==> config.mk <==
export PLATFORM = sky130hd
export DESIGN_NAME = alu_load_unit
export DESIGN_NICKNAME = d
export VERILOG_FILES = /design/src/hw/alu_pkg.sv /design/src/hw/alu_load_unit.sv
export VERILOG_INCLUDE_DIRS = /design/src /design/src/hw
export SDC_FILE = /design/constraint.sdc
export NUM_CORES = 1
export LEC_CHECK = 0
export ABC_CLOCK_PERIOD_IN_PS = 6000
export BUFFER_PORTS_ARGS = -buffer_cell sky130_fd_sc_hd__buf_2
export CELL_PAD_IN_SITES_DETAIL_PLACEMENT = 0
export CELL_PAD_IN_SITES_GLOBAL_PLACEMENT = 1
export CORE_MARGIN = 2
export CORE_UTILIZATION = 40
export DETAILED_ROUTE_END_ITERATION = 8
export GPL_TIMING_DRIVEN = 0
export HOLD_SLACK_MARGIN = 0.03
export PLACE_DENSITY = 0.89
export SYNTH_ARGS = -nofsm -noshare
export SYNTH_HDL_FRONTEND = slang
export SYNTH_SLANG_ARGS = --single-unit
==> constraint.sdc <==
create_clock -name clk -period 6 [get_ports clk]
set_input_delay 0.3 -clock clk [delete_from_list [all_inputs] [get_ports clk]]
set_output_delay 0.3 -clock clk [all_outputs]
set_load 0.02 [all_outputs]
==> src/hw/alu_cfg.svh <==
// Summary of operation
// - pointer operand fetches word at pointed address
// - pointer value used as hex address
// - word load fills low half, clears upper
// - double load fills all 32 bits
// - out-of-range address sets range error flag
// - negative flag follows sign of each loaded value
// - zero flag set when zero loaded
// - back-to-back loads push old accumulator
// - bit-field load copies run from bit 0
// - bits above count become zero
// - octal operand converted to binary, loaded
// - indexed address is source plus stack level
// - indexed offset hex, low half loaded
// - eight deep stack, deepest entry lost
// - accumulator cleared at scan end
// - store cancels the pending push
`ifndef ALU_CFG_SVH
`define ALU_CFG_SVH
`define ALU_STACK_DEPTH 8
`define ALU_ACC_W 32
`define ALU_WORD_W 16
`define ALU_BITCNT_W 6
`define ALU_MAX_BITS 6'h20
`define ALU_OCT_DIGITS 6
`define ALU_REG_AW 8
// register byte offsets
`define ALU_REG_LIMIT 8'h00
`define ALU_REG_ACC 8'h04
`define ALU_REG_STK0 8'h08
`define ALU_REG_FLAGS 8'h0c
`define ALU_REG_STAT 8'h10
`define ALU_REG_CLR 8'h14
`define ALU_REG_EN 8'h18
// reset values
`define ALU_LIMIT_RST 16'h3fff
`define ALU_EN_RST 2'h0
// interrupt status bit positions
`define ALU_EV_DONE 0
`define ALU_EV_RANGE 1
`define ALU_EV_W 2
`endif

==> src/hw/alu_pkg.sv <==
package alu_pkg;
  typedef enum logic [2:0] {
    ALU_OP_WORD = 3'h0,
    ALU_OP_DWORD = 3'h1,
    ALU_OP_FIELD = 3'h2,
    ALU_OP_OCTAL = 3'h3,
    ALU_OP_INDEX = 3'h4,
    ALU_OP_STORE = 3'h5,
    ALU_OP_SCAN_END = 3'h6,
    ALU_OP_NOP = 3'h7
  } alu_op_t;
  typedef enum logic [1:0] {
    ALU_SRC_MEM = 2'h0,
    ALU_SRC_PTR = 2'h1,
    ALU_SRC_CONST = 2'h2,
    ALU_SRC_RSVD = 2'h3
  } alu_src_t;
  typedef enum logic [2:0] {
    ALU_ST_IDLE = 3'h0,
    ALU_ST_PTR = 3'h1,
    ALU_ST_ADDR = 3'h2,
    ALU_ST_LO = 3'h3,
    ALU_ST_HI = 3'h4,
    ALU_ST_BITS = 3'h5,
    ALU_ST_COMMIT = 3'h6
  } alu_state_t;
endpackage

==> src/hw/alu_load_unit.sv <==
// Implementation choices: the register offsets and the plain strobed port.
`timescale 1ns/1ps
`default_nettype none
`include "alu_cfg.svh"
module alu_load_unit (
  input wire logic clk,
  input wire logic resetn,
  // instruction port from the sequencer
  input wire logic cmd_valid,
  input wire alu_pkg::alu_op_t cmd_op,
  input wire alu_pkg::alu_src_t cmd_src,
  input wire logic [15:0] cmd_addr,
  input wire logic [31:0] cmd_const,
  input wire logic [5:0] cmd_count,
  output logic cmd_ready,
  output logic load_done,
  // word memory, data one cycle after the read strobe
  output logic mem_rd,
  output logic [15:0] mem_addr,
  input wire logic [15:0] mem_rdata,
  // discrete bit memory, data one cycle after the read strobe
  output logic bit_rd,
  output logic [15:0] bit_addr,
  input wire logic bit_rdata,
  // accumulator and flags
  output logic [31:0] acc,
  output logic pointer_range_error_flag,
  output logic negative_flag,
  output logic zero_flag,
  // register port
  input wire logic [7:0] reg_addr,
  input wire logic [31:0] reg_wdata,
  input wire logic reg_wr,
  input wire logic reg_rd,
  output logic [31:0] reg_rdata,
  output logic irq
);
  import alu_pkg::*;

  alu_state_t state_q;
  alu_op_t op_q;
  logic [31:0] stk_q [`ALU_STACK_DEPTH];
  logic [31:0] acc_q, res_q, rdata_q;
  logic [15:0] base_q, ea_q, limit_q, mem_addr_q, bit_addr_q;
  logic [5:0] cnt_q, idx_q;
  logic chain_q, err_q, done_q, ready_q, mem_rd_q, bit_rd_q;
  logic perr_q, neg_q, zero_q, irq_q;
  logic [`ALU_EV_W-1:0] stat_q, en_q;

  // octal digits arrive one per nibble; each keeps its low three bits
  function automatic logic [15:0] oct_to_bin(input logic [31:0] d);
    logic [17:0] v;
    v = '0;
    for (int i = 0; i < `ALU_OCT_DIGITS; i++) begin
      v[i*3 +: 3] = d[i*4 +: 3];
    end
    return v[15:0];
  endfunction

  // address arithmetic, done 17 bits wide so a carry counts as out of range
  wire logic [15:0] offset = chain_q ? acc_q[15:0] : stk_q[0][15:0];
  wire logic [16:0] ea_sum = {1'b0, base_q} + {1'b0, offset};
  wire logic [16:0] ea_calc = (op_q == ALU_OP_INDEX) ? ea_sum : {1'b0, base_q};
  wire logic [16:0] ea_last = (op_q == ALU_OP_DWORD) ? ea_calc + 17'h1 : ea_calc;
  wire logic ea_bad = ea_last > {1'b0, limit_q};
  wire logic accept = cmd_valid && ready_q;
  wire logic is_load = (cmd_op != ALU_OP_STORE) && (cmd_op != ALU_OP_SCAN_END) &&
                       (cmd_op != ALU_OP_NOP);
  wire logic commit_ok = (state_q == ALU_ST_COMMIT) && !err_q;
  wire logic commit_err = (state_q == ALU_ST_COMMIT) && err_q;
  wire logic scan_end = accept && (cmd_op == ALU_OP_SCAN_END);
  wire logic [5:0] idx_next = idx_q + 6'h1;

  // register decode
  wire logic wr_limit = reg_wr && (reg_addr == `ALU_REG_LIMIT);
  wire logic wr_clr = reg_wr && (reg_addr == `ALU_REG_CLR);
  wire logic wr_en = reg_wr && (reg_addr == `ALU_REG_EN);
  wire logic [`ALU_EV_W-1:0] ev_set = {commit_err, state_q == ALU_ST_COMMIT};
  wire logic [`ALU_EV_W-1:0] clr_bits = wr_clr ? reg_wdata[`ALU_EV_W-1:0] : '0;
  // next status and enable, shared by the status and interrupt flops
  wire logic [`ALU_EV_W-1:0] stat_next = (stat_q & ~clr_bits) | ev_set;
  wire logic [`ALU_EV_W-1:0] en_next = wr_en ? reg_wdata[`ALU_EV_W-1:0] : en_q;
  wire logic [31:0] rd_mux =
    (reg_addr == `ALU_REG_LIMIT) ? {16'h0, limit_q} :
    (reg_addr == `ALU_REG_ACC) ? acc_q :
    (reg_addr == `ALU_REG_STK0) ? stk_q[0] :
    (reg_addr == `ALU_REG_FLAGS) ? {29'h0, zero_q, neg_q, perr_q} :
    (reg_addr == `ALU_REG_STAT) ? {30'h0, stat_q} :
    (reg_addr == `ALU_REG_EN) ? {30'h0, en_q} : 32'h0;

  // sequencing of one instruction; memory strobes are single-cycle pulses
  always_ff @(posedge clk or negedge resetn) begin
    if (!resetn) begin
      state_q <= ALU_ST_IDLE;
      op_q <= ALU_OP_NOP;
      res_q <= 32'h0;
      base_q <= 16'h0;
      ea_q <= 16'h0;
      cnt_q <= 6'h0;
      idx_q <= 6'h0;
      err_q <= 1'b0;
      mem_rd_q <= 1'b0;
      mem_addr_q <= 16'h0;
      bit_rd_q <= 1'b0;
      bit_addr_q <= 16'h0;
    end else begin
      mem_rd_q <= 1'b0;
      bit_rd_q <= 1'b0;
      case (state_q)
        ALU_ST_IDLE: begin
          if (accept && is_load) begin
            op_q <= cmd_op;
            err_q <= 1'b0;
            res_q <= 32'h0;
            base_q <= cmd_addr;
            cnt_q <= (cmd_count > `ALU_MAX_BITS) ? `ALU_MAX_BITS : cmd_count;
            idx_q <= 6'h0;
            if (cmd_op == ALU_OP_OCTAL) begin
              res_q <= {16'h0, oct_to_bin(cmd_const)};
              state_q <= ALU_ST_COMMIT;
            end else if (cmd_op == ALU_OP_FIELD) begin
              bit_rd_q <= (cmd_count != 6'h0);
              bit_addr_q <= cmd_addr;
              state_q <= (cmd_count != 6'h0) ? ALU_ST_BITS : ALU_ST_COMMIT;
            end else if (cmd_src == ALU_SRC_CONST && cmd_op != ALU_OP_INDEX) begin
              res_q <= (cmd_op == ALU_OP_DWORD) ? cmd_const :
                       {16'h0, cmd_const[15:0]};
              state_q <= ALU_ST_COMMIT;
            end else if (cmd_src == ALU_SRC_PTR) begin
              mem_rd_q <= 1'b1;
              mem_addr_q <= cmd_addr;
              state_q <= ALU_ST_PTR;
            end else begin
              state_q <= ALU_ST_ADDR;
            end
          end
        end
        ALU_ST_PTR: begin
          if (!mem_rd_q) begin
            base_q <= mem_rdata;
            state_q <= ALU_ST_ADDR;
          end
        end
        ALU_ST_ADDR: begin
          ea_q <= ea_calc[15:0];
          // a bad address skips the fetch, so no undefined word reaches the result
          if (ea_bad) begin
            err_q <= 1'b1;
            state_q <= ALU_ST_COMMIT;
          end else begin
            mem_rd_q <= 1'b1;
            mem_addr_q <= ea_calc[15:0];
            state_q <= ALU_ST_LO;
          end
        end
        ALU_ST_LO: begin
          if (!mem_rd_q) begin
            res_q <= {16'h0, mem_rdata};
            if (op_q == ALU_OP_DWORD) begin
              mem_rd_q <= 1'b1;
              mem_addr_q <= ea_q + 16'h1;
              state_q <= ALU_ST_HI;
            end else begin
              state_q <= ALU_ST_COMMIT;
            end
          end
        end
        ALU_ST_HI: begin
          if (!mem_rd_q) begin
            res_q[31:16] <= mem_rdata;
            state_q <= ALU_ST_COMMIT;
          end
        end
        ALU_ST_BITS: begin
          // the count was clamped on entry, so idx_next always meets cnt_q
          if (!bit_rd_q) begin
            res_q[idx_q[4:0]] <= bit_rdata;
            idx_q <= idx_next;
            if (idx_next == cnt_q) begin
              state_q <= ALU_ST_COMMIT;
            end else begin
              bit_rd_q <= 1'b1;
              bit_addr_q <= bit_addr_q + 16'h1;
            end
          end
        end
        ALU_ST_COMMIT: begin
          state_q <= ALU_ST_IDLE;
        end
        default: begin
          state_q <= ALU_ST_IDLE;
        end
      endcase
    end
  end

  // handshake: ready only while idle, done for one cycle after a commit or a non-load command
  always_ff @(posedge clk or negedge resetn) begin
    if (!resetn) begin
      ready_q <= 1'b0;
      done_q <= 1'b0;
    end else begin
      ready_q <= (state_q == ALU_ST_IDLE) ? !(accept && is_load) :
                 (state_q == ALU_ST_COMMIT);
      done_q <= (state_q == ALU_ST_COMMIT) || (accept && !is_load);
    end
  end

  // accumulator, chain tracking and flags; an error commits no data
  always_ff @(posedge clk or negedge resetn) begin
    if (!resetn) begin
      acc_q <= 32'h0;
      chain_q <= 1'b0;
      perr_q <= 1'b0;
      neg_q <= 1'b0;
      zero_q <= 1'b0;
    end else if (scan_end) begin
      // store and scan end are taken only while idle, never beside a commit
      acc_q <= 32'h0;
      chain_q <= 1'b0;
    end else if (accept && cmd_op == ALU_OP_STORE) begin
      chain_q <= 1'b0;
    end else if (commit_err) begin
      perr_q <= 1'b1;
    end else if (commit_ok) begin
      acc_q <= res_q;
      chain_q <= 1'b1;
      perr_q <= 1'b0;
      neg_q <= res_q[31];
      zero_q <= (res_q == 32'h0);
    end
  end

  // stack shifts down on push; the eighth entry simply falls off
  always_ff @(posedge clk or negedge resetn) begin
    if (!resetn) begin
      for (int i = 0; i < `ALU_STACK_DEPTH; i++) begin
        stk_q[i] <= 32'h0;
      end
    end else if (commit_ok && chain_q) begin
      stk_q[0] <= acc_q;
      for (int i = 1; i < `ALU_STACK_DEPTH; i++) begin
        stk_q[i] <= stk_q[i-1];
      end
    end
  end

  // software settings; the limit bounds every computed word address
  always_ff @(posedge clk or negedge resetn) begin
    if (!resetn) begin
      limit_q <= `ALU_LIMIT_RST;
      en_q <= `ALU_EN_RST;
    end else begin
      if (wr_limit) begin
        limit_q <= reg_wdata[15:0];
      end
      if (wr_en) begin
        en_q <= reg_wdata[`ALU_EV_W-1:0];
      end
    end
  end

  // sticky status; a new event wins over a clear in the same cycle
  always_ff @(posedge clk or negedge resetn) begin
    if (!resetn) begin
      stat_q <= '0;
    end else begin
      stat_q <= stat_next;
    end
  end

  // read data stands for one cycle only and reads zero otherwise
  always_ff @(posedge clk or negedge resetn) begin
    if (!resetn) begin
      rdata_q <= 32'h0;
    end else begin
      rdata_q <= reg_rd ? rd_mux : 32'h0;
    end
  end

  // built from next status and enable, so the line rises with the event
  always_ff @(posedge clk or negedge resetn) begin
    if (!resetn) begin
      irq_q <= 1'b0;
    end else begin
      irq_q <= |(stat_next & en_next);
    end
  end

  // every output comes straight from a register
  assign cmd_ready = ready_q;
  assign load_done = done_q;
  assign mem_rd = mem_rd_q;
  assign mem_addr = mem_addr_q;
  assign bit_rd = bit_rd_q;
  assign bit_addr = bit_addr_q;
  assign acc = acc_q;
  assign pointer_range_error_flag = perr_q;
  assign negative_flag = neg_q;
  assign zero_flag = zero_q;
  assign reg_rdata = rdata_q;
  assign irq = irq_q;
endmodule
`default_nettype wire

Yosys cells after proc, flatten, opt, wreduce, memory -nomap -nowiden
Cells that the tools add are included.
Storage, ports and cells
  bits in registers: 240
  output and inout bits: 104
  word-level logic and storage cells: 221
Cells by class
  add/subtract/negate cells: 5
  magnitude comparators: 4
  equal/unequal tests: 44
  muxes and demuxes: 89
  bitwise gates (word level): 7
  reductions and logical operators: 46
Operators by type and width (number)
  32-bit 2-to-1 mux: 15
  16-bit 2-to-1 mux: 16
  16-bit one-hot mux with 3 select lines: 2
  16-bit one-hot mux with 2 select lines: 2
  16-bit one-hot mux with 4 select lines: 1
  17-bit 2-to-1 mux: 2
  3-bit 2-to-1 mux: 11
  16-bit by 1-bit adder with 16-bit output, second input constant: 2
  32-bit bitwise mux: 1
  32-bit zero test: 1
  2-bit != test, second input constant: 15
  8-bit by 5-bit equality test with 1-bit output, second input constant: 3
  1-bit 2-to-1 mux: 23
  3-bit equality test, second input constant: 6
  6-bit 2-to-1 mux: 3
  3-bit one-hot mux with 6 select lines: 1
  16-bit by 16-bit adder with 17-bit output: 1
  17-bit by 1-bit adder with 17-bit output, second input constant: 1
  17-bit by 16-bit greater-than comparator with 1-bit output: 1
  8-bit by 4-bit equality test with 1-bit output, second input constant: 2
  1-bit logical AND: 15
  3-bit AND reduction: 5
  2-bit 2-to-1 mux: 7
  3-bit by 2-bit equality test with 1-bit output, second input constant: 4
  34 further kinds: 55

Depth between registers and ports, before layout
  depth in word-level cells: 8
  gate-level depth with buffers: 25
  gate-level depth less buffers: 21

Worst setup path after synthesis
OpenSTA, ideal clock, no wires.
  path kind: register -> register
  start: register chain_q
  end: register mem_addr_q[14], in the netlist mem_addr[14]
  library setup time: 0.094 ns
  arrival time: 5.955 ns
  data required time: 5.906 ns
  setup slack: -0.049 ns
  cell stages (with the launch flop): 26
  buffers on the path: 4
  cells stage by stage: dfrtp_1 -> clkbuf_1 -> clkbuf_1 -> mux2_2 -> ha_1 -> inv_1 -> fa_1 -> nand2b_1 -> a211oi_2 -> o211ai_1 -> or4_4 -> a31oi_1 -> nand2b_1 -> clkbuf_1 -> nor4_1 -> xnor2_1 -> ha_1 -> nand2_1 -> nor3_1 -> a21boi_0 -> or4b_2 -> a21oi_1 -> nand2_1 -> clkbuf_1 -> o2bb2ai_1 -> a211oi_1
Between the ends
  longest elaborated chain between the ends: 8
Ends and longest elaborated chain
  start: declaration: line alu_load_unit.sv:46  | logic chain_q, err_q, done_q, ready_q, mem_rd_q, bit_rd_q;
  start signal: assignment: line alu_load_unit.sv:213  | chain_q <= 1'b0;
  start signal: assignment: line alu_load_unit.sv:220  | chain_q <= 1'b0;
  start signal: assignment: line alu_load_unit.sv:222  | chain_q <= 1'b0;
  16-bit 2-to-1 mux (*): line alu_load_unit.sv:61  | wire logic [15:0] offset = chain_q ? acc_q[15:0] : stk_q[0][15:0];
  16-bit by 16-bit adder with 17-bit output (*): line alu_load_unit.sv:62  | wire logic [16:0] ea_sum = {1'b0, base_q} + {1'b0, offset};
  17-bit 2-to-1 mux (*): line alu_load_unit.sv:63  | wire logic [16:0] ea_calc = (op_q == ALU_OP_INDEX) ? ea_sum : {1'b0, base_q};
  17-bit by 1-bit adder with 17-bit output: line alu_load_unit.sv:64  | wire logic [16:0] ea_last = (op_q == ALU_OP_DWORD) ? ea_calc + 17'h1 : ea_calc;
  17-bit 2-to-1 mux: line alu_load_unit.sv:64
  17-bit by 16-bit greater-than comparator with 1-bit output: line alu_load_unit.sv:65  | wire logic ea_bad = ea_last > {1'b0, limit_q};
  2-bit != test (no source line)
  9-bit AND reduction (no source line)
  end signal: assignment: line alu_load_unit.sv:131  | mem_addr_q <= cmd_addr;
  end signal: assignment: line alu_load_unit.sv:152  | mem_addr_q <= ea_calc[15:0];
  end signal: assignment: line alu_load_unit.sv:161  | mem_addr_q <= ea_q + 16'h1;
  end: declaration: line alu_load_unit.sv:44  | logic [15:0] base_q, ea_q, limit_q, mem_addr_q, bit_addr_q;
Mark *: on every way between the ends. The rest lies on a longest branch, timed or not. The select of a mux whose other input is x is not followed.
A chain may end at the register's enable or synchronous reset.

Worst setup path after layout
  start: register chain_q
  end: register mem_addr_q[0], in the netlist mem_addr[0]
Between the ends
  longest elaborated chain between the ends: 8
Ends and longest elaborated chain (line)
  16-bit 2-to-1 mux (*): alu_load_unit.sv:61
  16-bit by 16-bit adder with 17-bit output (*): alu_load_unit.sv:62
  17-bit 2-to-1 mux (*): alu_load_unit.sv:63
  via ea_calc[1]: alu_load_unit.sv:63
  17-bit by 1-bit adder with 17-bit output: alu_load_unit.sv:64
  17-bit 2-to-1 mux (*): alu_load_unit.sv:64
  17-bit by 16-bit greater-than comparator with 1-bit output (*): alu_load_unit.sv:65
  2-bit != test (no source line) (*)
  9-bit AND reduction (no source line) (*)
Mark *: on every way through the listed nets, which the timed path passes. The rest lies on a longest branch. The select of a mux whose other input is x is not followed.

==> impl_metrics.json <==
{
  "ys_types": 77,
  "synth-adder-area-share": 0.0363,
  "syn2layout_area_growth_pct": 21.7,
  "maxCapViolations": 0,
  "yosys-top-cells-area": "dfrtp_1 40%, mux2_2 6.0%, o21ai_0 5.0%, nand2_1 4.5%, a21oi_1 3.5%",
  "synth_top_family_by_area": "compound AO/OA/AOI/OAI gates",
  "cts_root_buffer": "clkbuf_16",
  "h-tree-depth": 1,
  "required_ns": 6.39,
  "synth.top_cell.area_share": 0.398,
  "ys.flop_type": "dfrtp_1",
  "portBuffers": 203,
  "cp_common_cell": "ha_1",
  "muxShareOfSynthArea": 0.0891,
  "wl_per_cell_um": 22.4,
  "yosys_warnings": 0,
  "maxSlewViolCount": 0,
  "coreArea_um2": 34500,
  "synth_edf_count": 0,
  "grt.total_usage": 0.267,
  "nets": 1932,
  "crit_arrival_ns": 6.15,
  "die_area_um2": 36500,
  "fin_crit_ns": 5.76,
  "maxSlewHeadroom": 0.123,
  "numCtsBuffers": 27,
  "grt_pass1_wl_mm": 75.4,
  "p_leak_nw": 7.61,
  "syn-cell-area_um2": 14000,
  "drt_iter0_markers": 1365,
  "synth-xor-area-share": 0.0244,
  "ir_worst_vdd_mv": 0.279,
  "synth_common_cells": "223 x dfrtp_1, 168 x nand2_1, 141 x o21ai_0",
  "grt_pass1_vias": 12845,
  "synth-simple-area-share": 0.159,
  "yosysSeqAreaShare": 0.430,
  "drc": 0,
  "dp_slack_ns": -1.39,
  "crit_chain": "buf_8 > mux2_2 > ha_1 > inv_1 > fa_1 > mux2_4 > inv_1 > ha_1 > and3_4 > nand2_1 > or4_4 > nor2_1 > xnor2_1 > ha_1 > a21oi_1 > a2bb2oi_1 > a21oi_1 > or4b_4 > a21oi_4 > nand2_2 > clkbuf_8 > a211oi_1 > a211oi_1",
  "cts_sinks": 240,
  "multi_input_area_um2": 7650,
  "antenna_left": 0,
  "io_pins": 225,
  "slowest_stage": "or4b_4",
  "grt_max_degree": 120,
  "totalWireLength_mm": 50.3,
  "final-setup-viol-count": 0,
  "num_vias": 13458,
  "n_fill_cell": 3311,
  "die_h_um": 191,
  "hold_class": "primary input to flop",
  "start_util": 0.406,
  "setup_ws_ns": 0.237,
  "cts_tree": "built",
  "syn_area_per_cell_um2": 9.28,
  "yosysMostFrequentCell": "dfrtp_1",
  "grt_overflow_total": 0,
  "slowest_delay_ns": 0.59,
  "crit_path_start_kind": "flop",
  "outcome": "finished, final reports clean",
  "syn-num-nets": 1671,
  "drt_pass1_iterations": 9,
  "n_antenna_cell": 0,
  "seq_area_um2": 6030,
  "gp_congestion": 0.955,
  "critPathKind": "flop to flop",
  "die_w_um": 191,
  "ctsLongestPathBuffers": 3,
  "cp-end-kind": "flop",
  "powerDensity_nw_per_um2": 502,
  "timing.final.crit_share": 0.961,
  "drive_gt1_frac": 0.224,
  "holdWs_ns": 0.0266,
  "tightest_slew_ns": 1.31,
  "dp.final_hpwl_mm": 38.1,
  "vias_per_cell": 5.99,
  "synth-seq-cells": 240,
  "insertion_delay_ns": 0.54,
  "synth_compound_area_frac": 0.221,
  "path_clk_slew_ns": 0.06,
  "max_freq_mhz": 174,
  "p_total_mw": 8.56,
  "grt_antenna_before_repair": 2,
  "yosys.area.top_type": "dfrtp_1",
  "async_flop_share": 1.00,
  "rows": 68,
  "hold_viol": 0,
  "cp_max_fo": 10,
  "finalClockSkew_ns": 0.0114,
  "syn_inst": 1510
}
-- logic make-up (layout without fill, tap and decap cells) --
logic type / count (synthesis) / count (layout)
flops: 240 / 240
buf+inv: 145 / 426
xor+xnor: 39 / 39
fa+ha+maj: 40 / 40
mux: 115 / 115
simple gates: 464 / 464
compound gates: 467 / 467
-- cells in the final DEF (no fill, tap or decap), types with 26 or more instances in the layout --
master and count:
dfrtp_1 222, buf_2 204, nand2_1 164, o21ai_0 141, clkbuf_1 97, a21oi_1 97
nor2_1 92, mux2_2 74, nand3_1 40, inv_1 39, a22oi_1 39, ha_1 39
mux2i_1 38, a22o_1 36, o22ai_1 27, clkbuf_16 27, nor3_1 26
-- power by group --
part | total [mW] | internal, mW | leakage [nW] | switching, mW
sequential | 2.79 | 2.15 | 3.08 | 0.638
clock | 1.64 | 0.975 | 0.432 | 0.663
combinational | 4.14 | 1.50 | 4.10 | 2.64
-- worst max-delay path, delay by kind of cell (launching register included) --
family                   cells  cell delay (ns)
multiplexers                 2             0.66
adder cells (fa/ha/maj)      4             1.09
AO/OA/AOI/OAI                6             0.96
XOR/XNOR                     1             0.19
buffers and inverters        4             0.52
AND/OR/NAND/NOR              6             1.78
flip-flops                   1             0.39
-- registers in the layout, indices dropped and copies added (netlist names), 6 cells and up --
| name | cells |
|---|---|
| limit_q | 16 |
| base_q | 16 |
| stk_q | 32 |
| res_q | 32 |
| mem_addr | 16 |
| ea_q | 16 |
| cnt_q | 6 |
| acc | 32 |
| reg_rdata | 32 |
| idx_q | 6 |
| bit_addr | 16 |
-- through the flow --
step / instance area, um^2 / TNS, ns / std cells / utilization
floorplan: 14000 / 0 / 1510 / -
global placement: 15600 / -23.11 / 2168 / 0.451
detailed placement: 15700 / -24.01 / 2170 / 0.453
CTS: 16800 / 0 / 2237 / 0.488
global route: 17000 / -0.117 / 2246 / 0.493
finish: 17000 / 0 / 2246 / 0.493
-- repair_timing --
action	CTS	global route
pin swaps	5	13
resized for setup	27	22
hold endpoints to repair	239	0
hold buffers	17	0
buffers inserted	3	9
endpoints found under the setup margin	20	19
-- path summary, 6_finish.rpt --
check	from	end	slack (ns)	cells after the start
setup / recovery	chain_q	mem_addr[0]	0.24	23
hold / removal	cmd_count[2]	cnt_q[2]	0.03	3
setup reg to reg	chain_q	mem_addr[0]	0.24	23
hold reg to reg	stk_q[255]	stk_q[255]	0.51	1
max in group asynchronous	resetn	mem_addr[2]	4.96	3
min in group asynchronous	resetn	acc[27]	0.19	2
-- metal layers --
metal  track usage  wire, um  share of wire  vias to the layer above
met5             0        27        0.00054                        -
met4        0.0746      1510          0.030                        4
met3        0.0464      4210          0.084                       90
met2         0.412     22200           0.44                      622
met1         0.385     22300           0.44                     6648
li1              -         -              -                     6094
-- cell type report --
class	count	share of cell area
Multi-Input combinational cell	1125	0.449
Sequential cell	240	0.354
Timing Repair Buffer	234	0.0789
Clock buffer	41	0.0457
Tap cell	455	0.0334
Buffer	103	0.0253
Inverter	40	0.00881
Clock inverter	8	0.00551
(Power assumes the default switching activity.)
